--- src/design/pwm_pkg.sv ---
// Purpose: Shared constants and types for the single-slope waveform counter
// Assumes: One 20 MHz clock, registers on AHB-Lite, 32-bit word per register
// Notes: Offsets are byte addresses
package pwm_pkg;
   localparam logic [15:0] CNT_MAX = 16'hFFFF;
   localparam logic [15:0] CNT_ZERO = 16'h0000;
   localparam logic [15:0] TOP_8BIT = 16'h00FF;
   localparam logic [15:0] TOP_9BIT = 16'h01FF;
   localparam logic [15:0] TOP_10BIT = 16'h03FF;
   localparam logic [3:0] MODE_CTC_A = 4'h4;
   localparam logic [3:0] MODE_FAST_8 = 4'h5;
   localparam logic [3:0] MODE_FAST_9 = 4'h6;
   localparam logic [3:0] MODE_FAST_10 = 4'h7;
   localparam logic [3:0] MODE_CTC_CAP = 4'hC;
   localparam logic [3:0] MODE_FAST_CAP = 4'hE;
   localparam logic [3:0] MODE_FAST_A = 4'hF;
   localparam logic [1:0] OUT_OFF = 2'h0;
   localparam logic [1:0] OUT_TOGGLE = 2'h1;
   localparam logic [1:0] OUT_CLR_MATCH = 2'h2;
   localparam logic [1:0] OUT_SET_MATCH = 2'h3;
   // Register byte offsets
   localparam logic [7:0] OFS_CTRL = 8'h00;
   localparam logic [7:0] OFS_COUNT = 8'h04;
   localparam logic [7:0] OFS_CMP_A = 8'h08;
   localparam logic [7:0] OFS_CMP_B = 8'h0C;
   localparam logic [7:0] OFS_CAPT = 8'h10;
   localparam logic [7:0] OFS_FLAGS = 8'h14;
   localparam logic [7:0] OFS_PRESC = 8'h18;
   // Control field positions
   localparam int CTRL_MODE_LSB = 0;
   localparam int CTRL_OMA_LSB = 4;
   localparam int CTRL_OMB_LSB = 6;
   localparam int CTRL_DIRA_BIT = 8;
   localparam int CTRL_DIRB_BIT = 9;
   localparam logic [9:0] CTRL_RESET = 10'h000;
   localparam logic [2:0] PRESC_RESET = 3'h0;
   // Prescale division, select 1..5 = 1,8,64,256,1024; 0 stops the timer
   localparam logic [10:0] DIV_1 = 11'h001;
   localparam logic [10:0] DIV_8 = 11'h008;
   localparam logic [10:0] DIV_64 = 11'h040;
   localparam logic [10:0] DIV_256 = 11'h100;
   localparam logic [10:0] DIV_1024 = 11'h400;
   typedef struct packed {
      logic [1:0] htrans;
      logic hwrite;
      logic [2:0] hsize;
      logic [7:0] haddr;
   } ahb_req_t;
   typedef struct packed {
      logic [1:0] out_val;
      logic [1:0] out_en;
   } pin_drive_t;
endpackage

--- src/design/ctc_fast_pwm.sv ---
// Purpose: 16-bit clear-on-match and fast PWM waveform counter, AHB-Lite slave
// Assumes: AHB-Lite single word transfers, zero wait states, always OKAY
// Notes: Two compare channels A and B; flags cleared by writing one
//
// Added by the designer: the register offsets and the AHB-Lite interface to the registers.
`timescale 1ns/1ns
module ctc_fast_pwm
   import pwm_pkg::*;
(
   input wire logic CLK_I, // 20 MHz I/O clock
   input wire logic RST_I, // Async reset, active high
   input wire logic HSEL_I, // Slave select
   input wire logic [7:0] HADDR_I, // Byte address
   input wire logic [1:0] HTRANS_I, // Transfer type
   input wire logic HWRITE_I, // Write when high
   input wire logic [2:0] HSIZE_I, // Transfer size
   input wire logic [31:0] HWDATA_I, // Write data
   input wire logic HREADY_I, // Bus ready
   output logic [31:0] HRDATA_O, // Read data
   output logic HREADYOUT_O, // Slave ready
   output logic HRESP_O, // Always OKAY
   input wire logic [1:0] PORT_VAL_I, // Port value when not overridden
   output pwm_pkg::pin_drive_t PIN_O // Pin level and enable, A in bit 0
);
   import pwm_pkg::*;

   logic [9:0] ctrl_reg;
   logic [2:0] presc_reg;
   logic [15:0] count_reg, count_next;
   logic [15:0] cmp_a_reg, cmp_a_buf_reg, cmp_b_reg, cmp_b_buf_reg, capt_reg;
   logic [3:0] flags_reg; // 0 ovf, 1 cmp A, 2 cmp B, 3 capture
   logic [1:0] wave_reg;
   logic block_reg;
   logic [10:0] presc_cnt_reg;
   ahb_req_t req_reg;
   logic wr_pend_reg;

   // Bus decode
   wire logic addr_valid = HSEL_I & HREADY_I & HTRANS_I[1];
   wire logic wr_now = wr_pend_reg;
   wire logic wr_ctrl = wr_now & (req_reg.haddr == OFS_CTRL);
   wire logic wr_count = wr_now & (req_reg.haddr == OFS_COUNT);
   wire logic wr_cmp_a = wr_now & (req_reg.haddr == OFS_CMP_A);
   wire logic wr_cmp_b = wr_now & (req_reg.haddr == OFS_CMP_B);
   wire logic wr_capt = wr_now & (req_reg.haddr == OFS_CAPT);
   wire logic wr_flags = wr_now & (req_reg.haddr == OFS_FLAGS);
   wire logic wr_presc = wr_now & (req_reg.haddr == OFS_PRESC);

   wire logic [3:0] mode = ctrl_reg[CTRL_MODE_LSB +: 4];
   wire logic [1:0] om_a = ctrl_reg[CTRL_OMA_LSB +: 2];
   wire logic [1:0] om_b = ctrl_reg[CTRL_OMB_LSB +: 2];
   wire logic [1:0] dir = {ctrl_reg[CTRL_DIRB_BIT], ctrl_reg[CTRL_DIRA_BIT]};

   wire logic is_ctc = (mode == MODE_CTC_A) | (mode == MODE_CTC_CAP);
   wire logic is_fast = (mode == MODE_FAST_8) | (mode == MODE_FAST_9)
      | (mode == MODE_FAST_10) | (mode == MODE_FAST_CAP) | (mode == MODE_FAST_A);
   wire logic top_cap = (mode == MODE_CTC_CAP) | (mode == MODE_FAST_CAP);
   wire logic top_a = (mode == MODE_CTC_A) | (mode == MODE_FAST_A);

   // TOP selection; capture TOP is live, never buffered
   logic [15:0] top;
   always_comb begin
      unique case (mode)
         MODE_FAST_8: top = TOP_8BIT;
         MODE_FAST_9: top = TOP_9BIT;
         MODE_FAST_10: top = TOP_10BIT;
         MODE_CTC_A, MODE_FAST_A: top = cmp_a_reg;
         MODE_CTC_CAP, MODE_FAST_CAP: top = capt_reg;
         default: top = CNT_MAX;
      endcase
   end
   // Resolution mask for fixed TOP modes
   wire logic fixed_top = (mode == MODE_FAST_8) | (mode == MODE_FAST_9) | (mode == MODE_FAST_10);
   wire logic [15:0] wmask = fixed_top ? top : CNT_MAX;
   wire logic [15:0] wdata_m = HWDATA_I[15:0] & wmask;

   // Prescaler: tick once per N I/O clocks
   logic [10:0] div;
   always_comb begin
      unique case (presc_reg)
         3'h1: div = DIV_1;
         3'h2: div = DIV_8;
         3'h3: div = DIV_64;
         3'h4: div = DIV_256;
         3'h5: div = DIV_1024;
         default: div = 11'h000;
      endcase
   end
   wire logic tick = (div != 11'h000) & (presc_cnt_reg == div - 11'h001);

   wire logic at_top = (is_ctc | is_fast) & (count_reg == top);
   wire logic at_max = count_reg == CNT_MAX;
   // Matches are masked in the tick after a counter write
   wire logic match_a = (count_reg == cmp_a_reg) & ~block_reg;
   wire logic match_b = (count_reg == cmp_b_reg) & ~block_reg;
   wire logic top_hit = at_top & ~block_reg;
   wire logic wrap = top_hit | at_max;

   always_comb begin
      count_next = count_reg;
      if (wr_count) begin
         count_next = HWDATA_I[15:0];
      end else if (tick) begin
         count_next = wrap ? CNT_ZERO : count_reg + 16'h0001;
      end
   end

   // Waveform state per channel
   logic [1:0] wave_next;
   wire logic [1:0] om [2];
   wire logic [1:0] mt = {match_b, match_a};
   wire logic [1:0] pin_val;
   wire logic [1:0] pin_en;
   assign om[0] = om_a;
   assign om[1] = om_b;
   genvar g;
   generate
      for (g = 0; g < 2; g++) begin : g_wave
         always_comb begin
            wave_next[g] = wave_reg[g];
            if (tick && om[g] != OUT_OFF) begin
               if (is_fast && om[g] != OUT_TOGGLE) begin
                  // 0x2 clears on match, 0x3 sets; opposite at wrap
                  if (mt[g]) begin
                     wave_next[g] = (om[g] == OUT_SET_MATCH);
                  end else if (wrap) begin
                     wave_next[g] = (om[g] == OUT_CLR_MATCH);
                  end
               end else if (om[g] == OUT_TOGGLE && mt[g] && (g == 0 || !is_fast)) begin
                  wave_next[g] = ~wave_reg[g];
               end
            end
         end
         // Port override only with nonzero mode, drive only when output
         assign pin_val[g] = (om[g] != OUT_OFF) ? wave_reg[g] : PORT_VAL_I[g];
         assign pin_en[g] = dir[g];
      end
   endgenerate
   assign PIN_O = '{out_val: pin_val, out_en: pin_en};

   wire logic [3:0] flag_set = {4{tick}} & {
      top_cap & top_hit,
      match_b & (is_fast | is_ctc),
      (match_a & (is_fast | is_ctc)) | (top_a & top_hit),
      (is_fast & top_hit) | at_max};

   always_ff @(posedge CLK_I or posedge RST_I) begin
      if (RST_I) begin
         req_reg <= '0;
         wr_pend_reg <= 1'b0;
      end else begin
         if (HREADY_I) begin
            req_reg <= {HTRANS_I, HWRITE_I, HSIZE_I, HADDR_I};
            wr_pend_reg <= addr_valid & HWRITE_I;
         end
      end
   end

   always_ff @(posedge CLK_I or posedge RST_I) begin
      if (RST_I) begin
         ctrl_reg <= CTRL_RESET;
         presc_reg <= PRESC_RESET;
         presc_cnt_reg <= 11'h000;
         count_reg <= CNT_ZERO;
         block_reg <= 1'b0;
         capt_reg <= CNT_ZERO;
         wave_reg <= 2'b00;
      end else begin
         if (wr_ctrl) ctrl_reg <= HWDATA_I[9:0];
         if (wr_presc) presc_reg <= HWDATA_I[2:0];
         // Restart on a new select so a stale count cannot delay the first tick
         presc_cnt_reg <= (tick || wr_presc) ? 11'h000 : presc_cnt_reg + 11'h001;
         count_reg <= count_next;
         // Held until the next tick is spent, even when stopped
         if (wr_count) block_reg <= 1'b1;
         else if (tick) block_reg <= 1'b0;
         if (wr_capt) capt_reg <= HWDATA_I[15:0];
         wave_reg <= wave_next;
      end
   end

   // Compare registers: direct outside PWM, buffered in fast PWM
   always_ff @(posedge CLK_I or posedge RST_I) begin
      if (RST_I) begin
         cmp_a_reg <= CNT_ZERO;
         cmp_a_buf_reg <= CNT_ZERO;
         cmp_b_reg <= CNT_ZERO;
         cmp_b_buf_reg <= CNT_ZERO;
      end else begin
         if (wr_cmp_a) cmp_a_buf_reg <= wdata_m;
         if (wr_cmp_b) cmp_b_buf_reg <= wdata_m;
         if (!is_fast) begin
            if (wr_cmp_a) cmp_a_reg <= wdata_m;
            if (wr_cmp_b) cmp_b_reg <= wdata_m;
         end else if (tick && top_hit) begin
            cmp_a_reg <= cmp_a_buf_reg;
            cmp_b_reg <= cmp_b_buf_reg;
         end
      end
   end

   // Set beats a same-cycle write-one clear
   always_ff @(posedge CLK_I or posedge RST_I) begin
      if (RST_I) begin
         flags_reg <= 4'h0;
      end else begin
         flags_reg <= (flags_reg & ~(wr_flags ? HWDATA_I[3:0] : 4'h0)) | flag_set;
      end
   end

   // Read mux, unmapped offsets read zero
   logic [31:0] rdata;
   always_comb begin
      unique case (HADDR_I)
         OFS_CTRL: rdata = {22'h0, ctrl_reg};
         OFS_COUNT: rdata = {16'h0, count_reg};
         OFS_CMP_A: rdata = {16'h0, is_fast ? cmp_a_buf_reg : cmp_a_reg};
         OFS_CMP_B: rdata = {16'h0, is_fast ? cmp_b_buf_reg : cmp_b_reg};
         OFS_CAPT: rdata = {16'h0, capt_reg};
         OFS_FLAGS: rdata = {28'h0, flags_reg};
         OFS_PRESC: rdata = {29'h0, presc_reg};
         default: rdata = 32'h0000_0000;
      endcase
   end
   always_ff @(posedge CLK_I or posedge RST_I) begin
      if (RST_I) HRDATA_O <= 32'h0000_0000;
      else if (addr_valid && !HWRITE_I) HRDATA_O <= rdata;
   end
   assign HREADYOUT_O = 1'b1;
   assign HRESP_O = 1'b0;

   property p_top_clear;
      @(posedge CLK_I) disable iff (RST_I)
         (tick && top_hit && !wr_count) |=> (count_reg == CNT_ZERO);
   endproperty
   a_top_clear: assert property (p_top_clear) else $error("counter not cleared at TOP");

   property p_top_flag;
      @(posedge CLK_I) disable iff (RST_I)
         (tick && top_hit && top_a && (is_ctc || is_fast)) |=> flags_reg[1];
   endproperty
   a_top_flag: assert property (p_top_flag) else $error("compare A flag missing at TOP");

   property p_toggle;
      @(posedge CLK_I) disable iff (RST_I)
         (tick && is_ctc && om_a == OUT_TOGGLE && match_a) |=> (wave_reg[0] != $past(wave_reg[0]));
   endproperty
   a_toggle: assert property (p_toggle) else $error("output A did not toggle");

   property p_ovf;
      @(posedge CLK_I) disable iff (RST_I)
         (tick && at_max) |=> flags_reg[0];
   endproperty
   a_ovf: assert property (p_ovf) else $error("overflow flag missing at wrap");

   property p_fast_set;
      @(posedge CLK_I) disable iff (RST_I)
         (tick && is_fast && om_a == OUT_CLR_MATCH && wrap && !match_a) |=> wave_reg[0];
   endproperty
   a_fast_set: assert property (p_fast_set) else $error("output not set at wrap");

   property p_buf_load;
      @(posedge CLK_I) disable iff (RST_I)
         (tick && is_fast && top_hit) |=> (cmp_a_reg == $past(cmp_a_buf_reg));
   endproperty
   a_buf_load: assert property (p_buf_load) else $error("buffer not loaded at TOP");

   property p_block;
      @(posedge CLK_I) disable iff (RST_I)
         (tick && block_reg && !at_max && count_reg == cmp_a_reg)
            |=> (wave_reg[0] == $past(wave_reg[0]));
   endproperty
   a_block: assert property (p_block) else $error("match not blocked after write");

   property p_hold;
      @(posedge CLK_I) disable iff (RST_I)
         (!tick) |=> (count_reg == $past(count_reg)) || $past(wr_count);
   endproperty
   a_hold: assert property (p_hold) else $error("counter moved without tick");

   property p_pin;
      @(posedge CLK_I) disable iff (RST_I)
         PIN_O.out_en == {ctrl_reg[CTRL_DIRB_BIT], ctrl_reg[CTRL_DIRA_BIT]};
   endproperty
   a_pin: assert property (p_pin) else $error("pin enable not from direction bit");
endmodule

--- config.mk ---
export PLATFORM = sky130hd
export DESIGN_NAME = ctc_fast_pwm
export DESIGN_NICKNAME = d
export VERILOG_FILES = /design/src/design/pwm_pkg.sv /design/src/design/ctc_fast_pwm.sv
export SDC_FILE = /design/constraint.sdc
export NUM_CORES = 1
export LEC_CHECK = 0
export BUFFER_PORTS_ARGS = -buffer_cell sky130_fd_sc_hd__buf_2
export CORE_UTILIZATION = 25
export DETAILED_ROUTE_END_ITERATION = 6
export PLACE_DENSITY = 0.41
export SYNTH_ARGS = -nofsm -noshare
export SYNTH_HDL_FRONTEND = slang
export SYNTH_SLANG_ARGS = --single-unit
--- constraint.sdc ---
create_clock -name CLK_I -period 11.4 [get_ports CLK_I]
set_clock_uncertainty 0.2 [all_clocks]
set_input_delay 0.57 -clock CLK_I [delete_from_list [all_inputs] [get_ports CLK_I]]
set_output_delay 0.57 -clock CLK_I [all_outputs]
set_load 0.03 [all_outputs]
* Word level (Yosys, flattened, before mapping)
Cells that the tools add are included.
** Word-level totals
- Register bits after elaboration :: 168
- Bits of input ports :: 52
- Output and inout port bits :: 38
- Word-level logic and storage cells :: 155
** Operators by class
- Add/sub/neg operators :: 3
- Eq/ne operators :: 40
- Multiplexer cells :: 29
- Bitwise gates (word level) :: 39
- Reductions and logical operators :: 28
** Operator list (number)
- 16-bit two-way mux :: 12
- 16-bit one-hot mux with 7 select lines :: 1
- 16-bit one-hot mux with 5 select lines :: 1
- 11-bit one-hot mux with 5 select lines :: 1
- 16-bit == test :: 3
- 8-bit by 5-bit == test with 1-bit output, second input constant :: 6
- 8-bit by 4-bit == test with 1-bit output, second input constant :: 4
- 1-bit bitwise AND :: 20
- 16-bit by 1-bit adder with 16-bit output, second input constant :: 1
- 16-bit bitwise AND :: 1
- 16-bit == test, second input constant :: 1
- 4-bit by 3-bit == test with 1-bit output, second input constant :: 4
- 8-bit by 3-bit == test with 1-bit output, second input constant :: 2
- 8-bit logical NOT :: 2
- 2-bit nonzero test :: 7
- 4-bit == test, second input constant :: 3
- 1-bit two-way mux :: 12
- 11-bit by 1-bit adder with 11-bit output, second input constant :: 1
- 11-bit == test :: 1
- 11-bit two-way mux :: 1
- 1-bit OR :: 11
- 11-bit nonzero test :: 1
- 11-bit by 1-bit subtractor with 11-bit output, second input constant :: 1
- 1-bit logical AND :: 9
- 17 further kinds :: 33

* Longest topological paths before layout
Gate-level depths: netlist (run 1).
- Depth in word-level cells :: 12
- Depth in mapped cells :: 17
- Depth with buffers taken out :: 15

* Worst setup path after synthesis (run 1)
Ideal clock, no wire load.
- Path type :: register to register
- Start :: register presc_reg[2]
- End :: register cmp_a_reg[0]
- Library setup time :: 0.125 ns
- Arrival time :: 3.386 ns
- Required time :: 11.075 ns
- Setup slack :: 7.689 ns
- Cell stages (with the launch flop) :: 15
- Path buffers :: 2
- Period minus slack after synthesis :: 3.711 ns
- Cells stage by stage :: dfrtp_1 clkbuf_1 inv_1 ha_1 nor2_1 nand3b_1 ha_1 ha_1 xnor2_1 a211oi_1 nand4_1 nor3_2 a31oi_2 buf_2 mux2_2
** Between the ends
- Word-level cells in the longest chain between the ends :: 8
- Elaborated cells on any way between the ends :: 13
- Classes of those cells :: add/sub (1); eq/ne (7); mux (1); bitwise (1); reduce/logical (3)
** RTL lines
- start, declared :: line ctc_fast_pwm.sv:28 : logic [2:0] presc_reg;
- start signal, assigned :: line ctc_fast_pwm.sv:170 : if (wr_presc) presc_reg <= HWDATA_I[2:0];
- 3-bit == test, or another cell as far along :: line ctc_fast_pwm.sv:80 : unique case (presc_reg)
- 11-bit one-hot mux with 5 select lines (*) :: line ctc_fast_pwm.sv:80
- 11-bit by 1-bit subtractor with 11-bit output :: line ctc_fast_pwm.sv:89 : wire logic tick = (div != 11'h000) & (presc_cnt_reg == div - 11'h001);
- 11-bit == test :: line ctc_fast_pwm.sv:89
- 1-bit bitwise AND (*) :: line ctc_fast_pwm.sv:89
- 1-bit logical AND (*) :: line ctc_fast_pwm.sv:195 : end else if (tick && top_hit) begin
- 2-bit by 1-bit != test with 1-bit output (no line) (*)
- 2-bit AND reduction (no line) (*)
- end signal, assigned :: line ctc_fast_pwm.sv:193 : if (wr_cmp_a) cmp_a_reg <= wdata_m;
- end signal, assigned :: line ctc_fast_pwm.sv:196 : cmp_a_reg <= cmp_a_buf_reg;
- end, declared :: line ctc_fast_pwm.sv:30 : logic [15:0] cmp_a_reg, cmp_a_buf_reg, cmp_b_reg, cmp_b_buf_reg, capt_reg;
Every way passes the cells marked *; elsewhere a longest branch is shown, timed or not.
A chain may end at the register's enable or synchronous reset.

* Worst setup path in the final report (run 1)
- Start :: register ctrl_reg[0]
- End :: register cmp_b_reg[6]
** Between the ends
- Word-level cells in the longest chain between the ends :: 11
- Elaborated cells on any way between the ends :: 27
- Classes of those cells :: eq/ne (9); mux (4); bitwise (9); reduce/logical (5)
** RTL lines
- start, declared :: line ctc_fast_pwm.sv:27 : logic [9:0] ctrl_reg;
- start signal, assigned :: line ctc_fast_pwm.sv:169 : if (wr_ctrl) ctrl_reg <= HWDATA_I[9:0];
- branches (longest 11 deep; another with 16-bit one-hot mux with 5 select lines)
- end signal, assigned :: line ctc_fast_pwm.sv:194 : if (wr_cmp_b) cmp_b_reg <= wdata_m;
- end signal, assigned :: line ctc_fast_pwm.sv:197 : cmp_b_reg <= cmp_b_buf_reg;
- end, declared :: line ctc_fast_pwm.sv:30
Parallel ways; which one is timed is not known. The select of a mux whose other input is x is not followed.

==> out/results.md, run 1 <==
| Group | Parameter | Value |
|---|---|---|
| finish | Area overhead of the layout relative to synthesis | 13.1% |
| grt | All-layer global routing usage | 16.5% |
| sta | Min cycle time layout | 4.35 ns |
| finish | Number of nets in the final layout | 1107 |
| sta | Post-route setup TNS | 0 ns |
| grt | Fraction of met2 tracks used by global routing | 24.8% |
| grt | Busiest layer in global routing | met2 |
| routing | Number of iterations in the first detailed-routing pass | 7 |
| clock network | Clock latency on the worst-skew pair | 0.45 ns |
| logic synthesis | Synthesized instance count | 1033 |
| logic synthesis | Ys Warns | 0 |
| pwr | Highest ir drop seen on vdd | 0.107 mV |
| placed design | Number of I/O port buffers | 51 |
| placed design | Half-perimeter wire length of the detailed placement result | 21700 um |
| grt | GR Util met3 | 3.78% |
| clock network | Post-CTS Hold Buffers | 0 |
| logic synthesis | Primary FF master, synth | sky130_fd_sc_hd__dfrtp_1 |
| die | Placement row count | 70 |
| clock network | Sinks on the clock net | 152 |
| pwr | Pwr/cell area | 135 nW/um2 |
| clock network | H-tree lvl count | 4 |
| clock network | Post-CTS clock slew at the launch and capture registers of the worst setup and hold paths | 0.07 ns |
| clock network | Post-CTS Repair Setup Buffers | 0 |
| finish | Non-Filler Instances | 1529 |
| die | Initial Utilization | 25.4% |
| routing | Vias per std cell | 5.01 |
| critical path | Crit path max-delay cell type | sky130_fd_sc_hd__nor4_4 |
| finish | Area of all placed cells without fillers | 10500 um2 |
| pwr | Internal power contribution | 0.990 mW |
| logic synthesis | Combined area of all synthesized cells | 9280 um2 |
| sta | Max Clk Rate | 230 MHz |
| routing | DRC violation count after routing | 0 |
| critical path | Largest fanout of any net on the critical path | 32 |
| routing | Routed wire per std cell | 20.0 um |
| pwr | Seq pwr share | 43.7% |
| sta | Ratio of final minimum period to clock period | 38.2% |
| die | Horizontal extent of the die | 195 um |
| routing | Count of nets left with antenna violations after detail routing | 0 |
| placed design | Placed Cells incl. Taps | 1497 |
| logic synthesis | Post-synth top area cell | sky130_fd_sc_hd__dfrtp_1 |
| logic synthesis | Adder-Cell Fraction of Synth Area | 0.943% |
| logic synthesis | Area fraction of the dominant cell type after synthesis | 41.0% |
| logic synthesis | Area fraction in and, or, nand and nor cells after synthesis | 21.3% |
| sta | Final setup violation count | 0 |
| logic synthesis | Number of flip-flops and latches in the synthesized netlist | 152 |
| pwr | Power spent charging and discharging nets | 0.426 mW |
| critical path | Worst Path Required | 11.53 ns |
| grt | Wire length of the first global-routing pass | 46900 um |
| finish | Antenna diode instance count | 0 |
| logic synthesis | Sequential share of the synthesized area | 41.0% |
| placed design | Cell Area, Placed | 9900 um2 |
| clock network | Clock Tree Buf Depth | 2 |
| logic synthesis | Multiplexer share of the synthesized area | 12.4% |
| logic synthesis | Mean instance size in the synthesized netlist | 8.99 um2 |
| clock network | TritonCTS clock tree | yes |
| clock network | Root cell of the clock tree | sky130_fd_sc_hd__clkbuf_16 |
| pwr | Net switching fraction of the power | 30.1% |
| sta | Worst hold margin | 0.0653 ns |
| die | Number of primary I/O pins | 90 |
| routing | Detailed-route via count | 7665 |
| routing | Wire length reported by the detailed router | 30500 um |
| grt | Initial antenna violation count | 0 |
| critical path | Delay of the slowest cell on the worst path | 0.84 ns |
| critical path | Critical Path End Type | flip-flop |
| logic synthesis | Distinct cells, synth | 69 |
| finish | Fraction of layout instances using a drive strength above 1 | 19.2% |
| logic synthesis | Compound-gate portion of the synthesized area | 14.2% |
| hold path | Hold Path Class | in -> async |
| sta | Final hold viol count | 0 |
| placed design | Global placer's final weighted congestion | 0.893 |
| logic synthesis | Number of flops mapped to enable cells by yosys | 0 |
| logic synthesis | Dominant cells by area after synthesis | sky130_fd_sc_hd__dfrtp_1 (41%), sky130_fd_sc_hd__mux2_2 (9.1%), sky130_fd_sc_hd__nand2_1 (7.1%), sky130_fd_sc_hd__o21ai_0 (4.0%), sky130_fd_sc_hd__xor2_1 (3.7%) |
| sta | Headroom to the max-slew limit | 18.7% |
| die | Die area | 37900 um2 |
| grt | Vias in the first global route | 7367 |
| sta | Slew at the pin closest to its max-slew limit | 1.22 ns |
| logic synthesis | Async S/R FF share, synth | 100% |
| flow run | Number of maximum-capacitance violations | 0 |
| run status | Status | completed |
| critical path | Arrival time worst endpoint | 4.48 ns |
| logic synthesis | Xor-xnor portion of the synthesized cell area | 4.81% |
| critical path | Critical Path, Cell by Cell | buf_4, nand2b_1, nor2_1, or3b_2, a211oi_1, o2bb2ai_1, nor4_4, a31oi_4, mux2_4 |
| critical path | Type of element launching the critical path | flip-flop |
| grt | Total congestion overflow after global routing | 0 |
| sta | Unrepaired setup endpoints after global routing | no |
| die | Floorplan core area | 36600 um2 |
| routing | First DRT Iteration DRCs | 479 |
| clock network | CTS resizes | 0 |
| logic synthesis | Largest family of logic cells by synthesized area | simple AND/OR/NAND/NOR gates |
| pwr | Clk pwr share | 41.6% |
| grt | Pin count of the biggest net entering global routing | 90 |
| grt | Global-route met1 utilization | 23.6% |
| critical path | Critical path start-end classification | reg -> reg |
| pwr | Leakage power of the design | 4.41 nW |
| clock network | CTS Buf Count | 17 |
| sta | Final Max Slew Viols | 0 |
| die | Height of the chip | 195 um |
| pwr | Gate power share | 14.7% |
-- metal layers --
metal	vias to the layer above	share of wire, %
met4	0	1.3
li1	3640	-
met5	-	0
met2	224	44
met1	3776	49
met3	25	5.8
-- cell type report --
class | count | area (um2)
fill | 3932 | 26100
multi-input combinational | 794 | 5080
sequential | 152 | 3800
clock buffer | 20 | 457
timing repair buffer | 66 | 368
tap | 468 | 586
clock inverter | 12 | 141
inverter | 17 | 68.8
-- power groups by stage --
stage / Clock, mW / Sequential (mW) / Combinational [mW]
finish: 0.589 / 0.619 / 0.209
CTS: 0.604 / 0.619 / 0.211
detailed placement: 0 / 0.629 / 0.210
global placement: 0 / 0.629 / 0.209
floorplan: 0 / 0.606 / 0.171
global route: 0.626 / 0.625 / 0.235
-- worst max-delay path, delay by kind of cell, from the launching register on --
kind,cells,cell delay [ns]
buffers and inverters,1,0.34
AND/OR/NAND/NOR,4,1.90
flip-flops,1,0.33
multiplexers,1,0.43
AO/OA/AOI/OAI,3,0.99
-- cell families (layout without fill, tap and decap cells) --
kind of cell / count (synthesis) / after routing
other cells: 2 / 18
xor+xnor: 51 / 51
compound gates: 214 / 214
mux: 99 / 99
flops: 152 / 152
buf+inv: 103 / 115
fa+ha+maj: 7 / 7
simple gates: 405 / 405
-- cells in the mapped netlist, types with 3 or more instances --
library cell,number
sky130_fd_sc_hd__nor2_1,69
sky130_fd_sc_hd__a221oi_1,8
sky130_fd_sc_hd__a21boi_0,14
sky130_fd_sc_hd__or3_1,6
sky130_fd_sc_hd__o221ai_1,3
sky130_fd_sc_hd__buf_4,21
sky130_fd_sc_hd__o21ai_0,74
sky130_fd_sc_hd__nor3b_1,8
sky130_fd_sc_hd__o22ai_1,7
sky130_fd_sc_hd__a2111oi_0,4
sky130_fd_sc_hd__buf_2,9
sky130_fd_sc_hd__mux2_2,75
sky130_fd_sc_hd__nand2b_1,10
sky130_fd_sc_hd__nand2_1,176
sky130_fd_sc_hd__nor2b_1,10
sky130_fd_sc_hd__nand4b_1,5
sky130_fd_sc_hd__nor4b_2,3
sky130_fd_sc_hd__inv_1,16
sky130_fd_sc_hd__ha_1,7
sky130_fd_sc_hd__nor3_2,3
sky130_fd_sc_hd__a21oi_1,59
sky130_fd_sc_hd__xnor2_1,12
sky130_fd_sc_hd__xor2_1,39
sky130_fd_sc_hd__nor4_1,9
sky130_fd_sc_hd__nand4_1,11
sky130_fd_sc_hd__clkbuf_1,52
sky130_fd_sc_hd__mux2_4,10
sky130_fd_sc_hd__o211ai_1,3
sky130_fd_sc_hd__and2_1,3
sky130_fd_sc_hd__and3_1,14
sky130_fd_sc_hd__nand3_1,24
sky130_fd_sc_hd__mux2i_1,13
sky130_fd_sc_hd__a31oi_1,12
sky130_fd_sc_hd__nand3b_1,8
sky130_fd_sc_hd__nor3_1,28
sky130_fd_sc_hd__o31ai_1,5
sky130_fd_sc_hd__or4_1,6
sky130_fd_sc_hd__dfrtp_1,152
-- layout by cell type (no fill, tap or decap), drive strengths merged, types with 3 or more instances in the layout --
cell type	n
conb	18
nor4b	5
a21boi	14
clkbuf	20
o31ai	5
nand4b	5
o22ai	7
nor3	31
clkinv	4
ha	7
dfrtp	152
or4	7
a221oi	8
xnor2	12
nand2	176
o221ai	3
buf	66
nor2	69
a31oi	14
nor4	11
mux2	85
and2	3
o21ai	76
nand4	11
clkinvlp	5
nor3b	8
or3	6
nand3b	8
nor2b	10
a21oi	59
inv	18
nand2b	10
mux2i	13
xor2	39
nand3	24
and3	14
a2111oi	4
o211ai	5
-- path summary, 6_finish.rpt --
path | start | endpoint | slack, ns | cells after the start
max | ctrl_reg[0] | cmp_b_reg[6] | 7.05 | 9
min | RST_I | presc_cnt_reg[4] | 0.07 | 2
max reg2reg | ctrl_reg[0] | cmp_b_reg[6] | 7.05 | 9
min reg2reg | HRDATA_O[7] | HRDATA_O[7] | 0.27 | 2
max in group asynchronous | RST_I | HRDATA_O[4] | 9.48 | 3
min in group CLK_I | HADDR_I[0] | req_reg[0] | 0.16 | 2
-- stage by stage --
stage / setup WS, ns / total power [mW] / utilization [%]
final: 7.05 / 1.42 / 28.7
after floorplan: 6.54 / 0.778 / -
after CTS: 7.07 / 1.43 / 28.7
after detailed placement: 7.10 / 0.839 / 27.0
after global placement: 7.12 / 0.838 / 27.0
after global routing: 6.79 / 1.49 / 28.7
(Power assumes the default switching activity.)
==> run 2: changes to the inputs <==
==> constraint.sdc (replaced) <==
create_clock -name CLK_I -period 4.15 [get_ports CLK_I]
set_clock_uncertainty 0.2 [all_clocks]
set_input_delay 0.2075 -clock CLK_I [delete_from_list [all_inputs] [get_ports CLK_I]]
set_output_delay 0.2075 -clock CLK_I [all_outputs]
set_load 0.03 [all_outputs]
==> run 2 against run 1 <==
Maximum frequency up 13%. Clock-buffer cell count decreased by 1. Global-route usage increased by 0.52 points. Critical endpoint is now cmp_b_reg[9]. Setup slack got worse by 6.7 ns.
==> out/results.md, run 2 (synthesis results as in run 1) <==
| Group | Parameter | Value |
|---|---|---|
| run status | Status | completed |
| routing | Vias per std cell | 4.99 |
| sta | Ratio of final minimum period to clock period | 92.7% |
| pwr | Leakage power of the design | 4.64 nW |
| die | Floorplan core area | 36600 um2 |
| placed design | Placed Cells incl. Taps | 1520 |
| clock network | CTS Buf Count | 17 |
| routing | Wire length reported by the detailed router | 31500 um |
| critical path | Critical register-to-register path startpoint | presc_reg[2] |
| critical path | Arrival time worst endpoint | 3.97 ns |
| clock network | Clock Tree Buf Depth | 2 |
| finish | Fraction of layout instances using a drive strength above 1 | 20.3% |
| clock network | Root cell of the clock tree | sky130_fd_sc_hd__clkbuf_16 |
| sta | Final hold viol count | 0 |
| finish | Non-Filler Instances | 1580 |
| critical path | R2R setup slack | 0.30 ns |
| finish | Antenna diode instance count | 0 |
| sta | Final setup violation count | 0 |
| sta | Max Clk Rate | 260 MHz |
| pwr | Clk pwr share | 40.2% |
| sta | Headroom to the max-slew limit | 32.0% |
| routing | DRC violation count after routing | 0 |
| hold path | Hold Path Class | in -> reg |
| die | Number of primary I/O pins | 90 |
| sta | Min cycle time layout | 3.85 ns |
| routing | Met2 Routed Length | 14000 um |
| critical path | Type of element launching the critical path | flip-flop |
| grt | Wire length of the first global-routing pass | 48600 um |
| die | Die area | 37900 um2 |
| clock network | CTS resizes | 0 |
| grt | Initial antenna violation count | 0 |
| pwr | Net switching fraction of the power | 29.9% |
| die | Placement row count | 70 |
| grt | Pin count of the biggest net entering global routing | 153 |
| finish | Area of all placed cells without fillers | 11000 um2 |
| finish | Number of nets in the final layout | 1159 |
| placed design | Global placer's final weighted congestion | 0.896 |
| clock network | Post-CTS clock slew at the launch and capture registers of the worst setup and hold paths | 0.07 ns |
| routing | Number of iterations in the first detailed-routing pass | 5 |
| clock network | Sinks on the clock net | 152 |
| pwr | Gate power share | 15.9% |
| placed design | Half-perimeter wire length of the detailed placement result | 22400 um |
| sta | Final Max Slew Viols | 0 |
| die | Initial Utilization | 25.4% |
| finish | Highest-count cells in the layout ignoring fill and taps | sky130_fd_sc_hd__nand2_1 (176), sky130_fd_sc_hd__dfrtp_1 (152), sky130_fd_sc_hd__mux2_2 (75), sky130_fd_sc_hd__o21ai_0 (73), sky130_fd_sc_hd__nor2_1 (68) |
| clock network | H-tree lvl count | 4 |
| routing | First DRT Iteration DRCs | 521 |
| clock network | Clock latency on the worst-skew pair | 0.44 ns |
| critical path | R2R cell count | 14 |
| sta | Worst hold margin | 0.104 ns |
| pwr | Power spent charging and discharging nets | 1.16 mW |
| critical path | Launch point of the critical path | presc_reg[2] |
| clock network | TritonCTS clock tree | yes |
| routing | Detailed-route via count | 7888 |
| die | Height of the chip | 195 um |
| pwr | Highest ir drop seen on vdd | 0.306 mV |
| finish | Commonest non-fill, non-tap cell in the layout | sky130_fd_sc_hd__nand2_1 |
| critical path | Critical Path End | cmp_b_reg[9] |
| grt | Vias in the first global route | 7769 |
| pwr | Seq pwr share | 43.9% |
| die | Horizontal extent of the die | 195 um |
| routing | Routed length on met1 | 15700 um |
| grt | All-layer global routing usage | 17.1% |
| flow run | Number of maximum-capacitance violations | 0 |
| finish | Area overhead of the layout relative to synthesis | 18.1% |
| sta | Slew at the pin closest to its max-slew limit | 0.994 ns |
| pwr | Internal power contribution | 2.72 mW |
| critical path | Critical path start-end classification | reg -> reg |
| routing | Top sig layer | met4 |
| critical path | Worst Path Required | 4.27 ns |
| pwr | Pwr/cell area | 354 nW/um2 |
| pwr | Total power | 3.88 mW |
| critical path | Critical Path End Type | flip-flop |
| sta | Unrepaired setup endpoints after global routing | yes |
| placed design | Cell Area, Placed | 10100 um2 |
| placed design | Number of I/O port buffers | 51 |
| grt | Total congestion overflow after global routing | 0 |
| routing | Count of nets left with antenna violations after detail routing | 0 |
| routing | Routed wire per std cell | 20.0 um |
| critical path | Largest fanout of any net on the critical path | 16 |
| critical path | Endpoint of the worst register-to-register path | cmp_b_reg[9] |
| routing | Met3 Routed Length | 1310 um |
[run 2: cell types whose count changed in the layout (fill, tap and decap cells not counted), sizes merged]
| cell | previous run | this run |
|---|---|---|
| buf | 66 | 89 |
| clkinv | 4 | 8 |
| clkbuf | 20 | 19 |
| clkinvlp | 5 | 4 |
| inv | 18 | 15 |
| dlygate4sd3 | 0 | 29 |
[run 2: critical path: stages (launching register included)]
cell	delay, ns
sky130_fd_sc_hd__dfrtp_1	0.37
sky130_fd_sc_hd__inv_1	0.12
sky130_fd_sc_hd__ha_1	0.29
sky130_fd_sc_hd__nor2_1	0.19
sky130_fd_sc_hd__nand3b_1	0.13
sky130_fd_sc_hd__ha_1	0.23
sky130_fd_sc_hd__ha_1	0.20
sky130_fd_sc_hd__xnor2_1	0.16
sky130_fd_sc_hd__a21oi_1	0.15
sky130_fd_sc_hd__nor3_1	0.05
sky130_fd_sc_hd__a21oi_1	0.18
sky130_fd_sc_hd__nor3_2	0.06
sky130_fd_sc_hd__buf_4	0.20
sky130_fd_sc_hd__a31oi_4	0.77
sky130_fd_sc_hd__mux2_2	0.42
[run 2: per-stage QoR]
step           setup WS, ns  setup TNS, ns  util, %
6_report              0.303              0     29.9
5_1_grt             -0.0130        -0.0152     29.9
4_1_cts               0.246              0     29.9
3_5_place_dp          0.273              0     27.6
3_3_place_gp          0.310              0     27.6
2_1_floorplan         0.439              0        -
[run 2: layout make-up]
| class | count | area [um2] |
|---|---|---|
| clock buffer | 19 | 443 |
| clock inverter | 12 | 129 |
| fill | 3932 | 25600 |
| inverter | 17 | 67.6 |
| multi-input combinational | 794 | 5080 |
| sequential | 152 | 3800 |
| tap | 468 | 586 |
| timing repair buffer | 118 | 856 |
[run 2: worst min path at each step]
| stage | startpoint | endpoint | depth (start not counted) |
|---|---|---|---|
| floorplan | HWDATA_I[1] | presc_reg[1] | 2 |
| global placement | HADDR_I[0] | req_reg[0] | 2 |
| detailed placement | HADDR_I[7] | req_reg[7] | 2 |
| CTS | HADDR_I[4] | req_reg[4] | 2 |
| global route | HADDR_I[4] | req_reg[4] | 2 |
| finish | HADDR_I[4] | req_reg[4] | 2 |
[run 2: repair_timing]
action                                  4_1_cts  5_1_grt
hold endpoints to repair                    234        0
hold buffers                                 29        0
setup buffers                                 0        0
endpoints found under the setup margin        0        2
[run 2: routing by layer]
layer	GRT usage, %	vias to the layer above
met3	3.05	29
met2	26.4	180
met1	24.1	3939
li1	-	3740
met5	0	-
met4	5.00	0
[run 2: power groups by stage]
stage	Sequential [mW]	Clock, mW	Combinational [mW]
detailed placement	1.73	0	0.599
floorplan	1.67	0	0.471
global route	1.72	1.67	0.686
finish	1.70	1.56	0.618
CTS	1.70	1.62	0.623
global placement	1.73	0	0.593
==> run 3: changes to the inputs <==
--- a/config.mk
+++ b/config.mk
@@ -9,6 +9,7 @@
 export CORE_UTILIZATION = 25
 export DETAILED_ROUTE_END_ITERATION = 6
 export PLACE_DENSITY = 0.41
+export REMOVE_ABC_BUFFERS = 1
 export SYNTH_ARGS = -nofsm -noshare
 export SYNTH_HDL_FRONTEND = slang
 export SYNTH_SLANG_ARGS = --single-unit
==> run 3 against run 2 <==
First-iteration DRC count rose by 4.0%. Hold slack improved by 0.061 ns. Sequential power barely moved. Die area did not move. Sequential cell count did not move. Via count barely moved. Register-to-register slack improved by 0.03 ns. Maximum frequency rose by 0.84%.
==> out/results.md, run 3 (synthesis results as in run 1) <==
| Group | Parameter | Value |
|---|---|---|
| sta | Max Clk Rate | 262 MHz |
| clock network | Post-CTS Repair Setup Buffers | 0 |
| routing | Number of iterations in the first detailed-routing pass | 5 |
| die | Die area | 37900 um2 |
| grt | Pin count of the biggest net entering global routing | 80 |
| grt | All-layer global routing usage | 17.2% |
| finish | Number of inserted filler cells in the final layout | 3899 |
| routing | Routed wire per std cell | 19.9 um |
| clock network | Clock latency on the worst-skew pair | 0.46 ns |
| critical path | Critical path start-end classification | reg -> reg |
| pwr | Highest ir drop seen on vdd | 0.311 mV |
| finish | Number of nets in the final layout | 1161 |
| finish | Area overhead of the layout relative to synthesis | 19.3% |
| critical path | Critical register-to-register path startpoint | presc_reg[2] |
| critical path | Launch point of the critical path | presc_reg[2] |
| pwr | Pwr/cell area | 372 nW/um2 |
| finish | Core utilization of the finished layout | 30.2% |
| clock network | H-tree lvl count | 4 |
| critical path | Critical Path, Cell by Cell | inv_1, ha_1, nor2_1, nand3b_1, ha_1, ha_1, xnor2_1, a211oi_1, nand4_1, or3_4, buf_4, a21oi_1, o21ai_0, mux2i_1, o21ai_0 |
| grt | Initial antenna violation count | 0 |
| clock network | Post-CTS clock slew at the launch and capture registers of the worst setup and hold paths | 0.07 ns |
| critical path | Largest fanout of any net on the critical path | 17 |
| sta | Slew at the pin closest to its max-slew limit | 0.891 ns |
| routing | Vias per std cell | 4.98 |
| clock network | TritonCTS clock tree | yes |
| routing | First DRT Iteration DRCs | 542 |
| placed design | Half-perimeter wire length of the detailed placement result | 22200 um |
| critical path | R2R cell count | 15 |
| sta | Ratio of final minimum period to clock period | 91.9% |
| clock network | CTS Buf Count | 17 |
| critical path | Arrival time worst endpoint | 3.94 ns |
| sta | Worst hold margin | 0.165 ns |
| clock network | Sinks on the clock net | 152 |
| critical path | Endpoint of the worst register-to-register path | wave_reg[0] |
| hold path | Worst hold path endpoint | req_reg[4] |
| finish | Fraction of layout instances using a drive strength above 1 | 20.3% |
| sta | Final Max Slew Viols | 0 |
| die | Initial Utilization | 25.4% |
| die | Height of the chip | 195 um |
| critical path | Type of element launching the critical path | flip-flop |
| critical path | Delay of the slowest cell on the worst path | 0.50 ns |
| die | Floorplan core area | 36600 um2 |
| sta | Unrepaired setup endpoints after global routing | no |
| grt | Total congestion overflow after global routing | 0 |
| finish | Area of all placed cells without fillers | 11100 um2 |
| critical path | R2R setup slack | 0.33 ns |
| placed design | Number of I/O port buffers | 51 |
| sta | Setup slack after layout | 0.335 ns |
| finish | Commonest non-fill, non-tap cell in the layout | sky130_fd_sc_hd__nand2_1 |
| grt | Wire length of the first global-routing pass | 48500 um |
| placed design | Global placer's final weighted congestion | 0.856 |
| die | Number of primary I/O pins | 90 |
| routing | DRC violation count after routing | 0 |
| hold path | Hold Path Class | in -> reg |
| sta | Min cycle time layout | 3.82 ns |
| run status | Status | completed |
| clock network | Clock Tree Buf Depth | 2 |
| sta | Headroom to the max-slew limit | 40.4% |
| routing | Detailed-route via count | 7887 |
| critical path | Crit path max-delay cell type | sky130_fd_sc_hd__or3_4 |
| sta | Final setup violation count | 0 |
| routing | Count of nets left with antenna violations after detail routing | 0 |
| placed design | Worst setup slack before clock tree synthesis | 0.168 ns |
| sta | Final hold viol count | 0 |
| routing | Wire length reported by the detailed router | 31400 um |
| critical path | Worst Path Required | 4.27 ns |
| clock network | Root cell of the clock tree | sky130_fd_sc_hd__clkbuf_16 |
| pwr | Leakage power of the design | 4.70 nW |
| die | Horizontal extent of the die | 195 um |
| flow run | Number of maximum-capacitance violations | 0 |
| critical path | Critical Path End Type | flip-flop |
| finish | Highest-count cells in the layout ignoring fill and taps | sky130_fd_sc_hd__nand2_1 (176), sky130_fd_sc_hd__dfrtp_1 (152), sky130_fd_sc_hd__mux2_2 (75), sky130_fd_sc_hd__o21ai_0 (73), sky130_fd_sc_hd__nor2_1 (68) |
| die | Placement row count | 70 |
| critical path | Most prevalent standard cell on the critical path | sky130_fd_sc_hd__ha_1 |
| hold path | Hold path startpoint | HADDR_I[4] |
| hold path | WHS Path Cells | 2 |
| finish | Antenna diode instance count | 0 |
| placed design | Cell Area, Placed | 10100 um2 |
| grt | Vias in the first global route | 7629 |
==> run 3: report_power, final <==
group	switching (mW)	total [mW]	internal (mW)
combinational	0.357	0.610	0.253
clock	0.701	1.80	1.10
sequential	0.129	1.70	1.57
total	1.19	4.12	2.93
==> run 3: critical path, delay by kind of cell (launching register included) <==
| kind | cells | cell delay [ns] |
|---|---|---|
| AO/OA/AOI/OAI | 4 | 0.64 |
| XOR/XNOR | 1 | 0.13 |
| adder cells (fa/ha/maj) | 3 | 0.82 |
| buffers and inverters | 2 | 0.35 |
| flip-flops | 1 | 0.38 |
| multiplexers | 1 | 0.18 |
| AND/OR/NAND/NOR | 4 | 0.98 |
==> run 3: layout make-up <==
cell class	instances	area (um2)	share of cell area [%]
Clock inverter	11	194	1.75
Clock buffer	21	460	4.16
Sequential cell	152	3800	34.4
Timing Repair Buffer	120	878	7.93
Tap cell	468	586	5.29
Inverter	17	68.8	0.622
Multi-Input combinational cell	794	5080	45.9
==> run 3: worst max-delay path by stage <==
| stage | slack [ns] | end |
|---|---|---|
| after detailed placement | 0.17 | wave_reg[0] |
| after floorplan | -0.35 | HRDATA_O[0] |
| after global routing | 0.06 | wave_reg[0] |
| final | 0.33 | wave_reg[0] |
| after CTS | 0.14 | wave_reg[0] |
| after global placement | 0.18 | wave_reg[0] |
==> run 3: timing repair <==
item                                    CTS  global route
resized for setup                         0             1
endpoints found under the setup margin    0             2
hold buffers                             32             0
hold endpoints to repair                175             0
==> run 3: per-layer routing <==
layer	part of all wire, %	global-route usage [%]
met5	0	0
met3	3.0	2.52
met4	1.6	4.88
met1	51	25.2
met2	45	26.0
==> run 3: stage by stage <==
step / total power, mW / setup TNS [ns] / instances
finish: 4.12 / 0 / 1583
global route: 4.30 / 0 / 1583
CTS: 4.16 / 0 / 1583
detailed placement: 2.32 / 0 / 1519
global placement: 2.32 / 0 / 1519
floorplan: 2.10 / -54.48 / 963
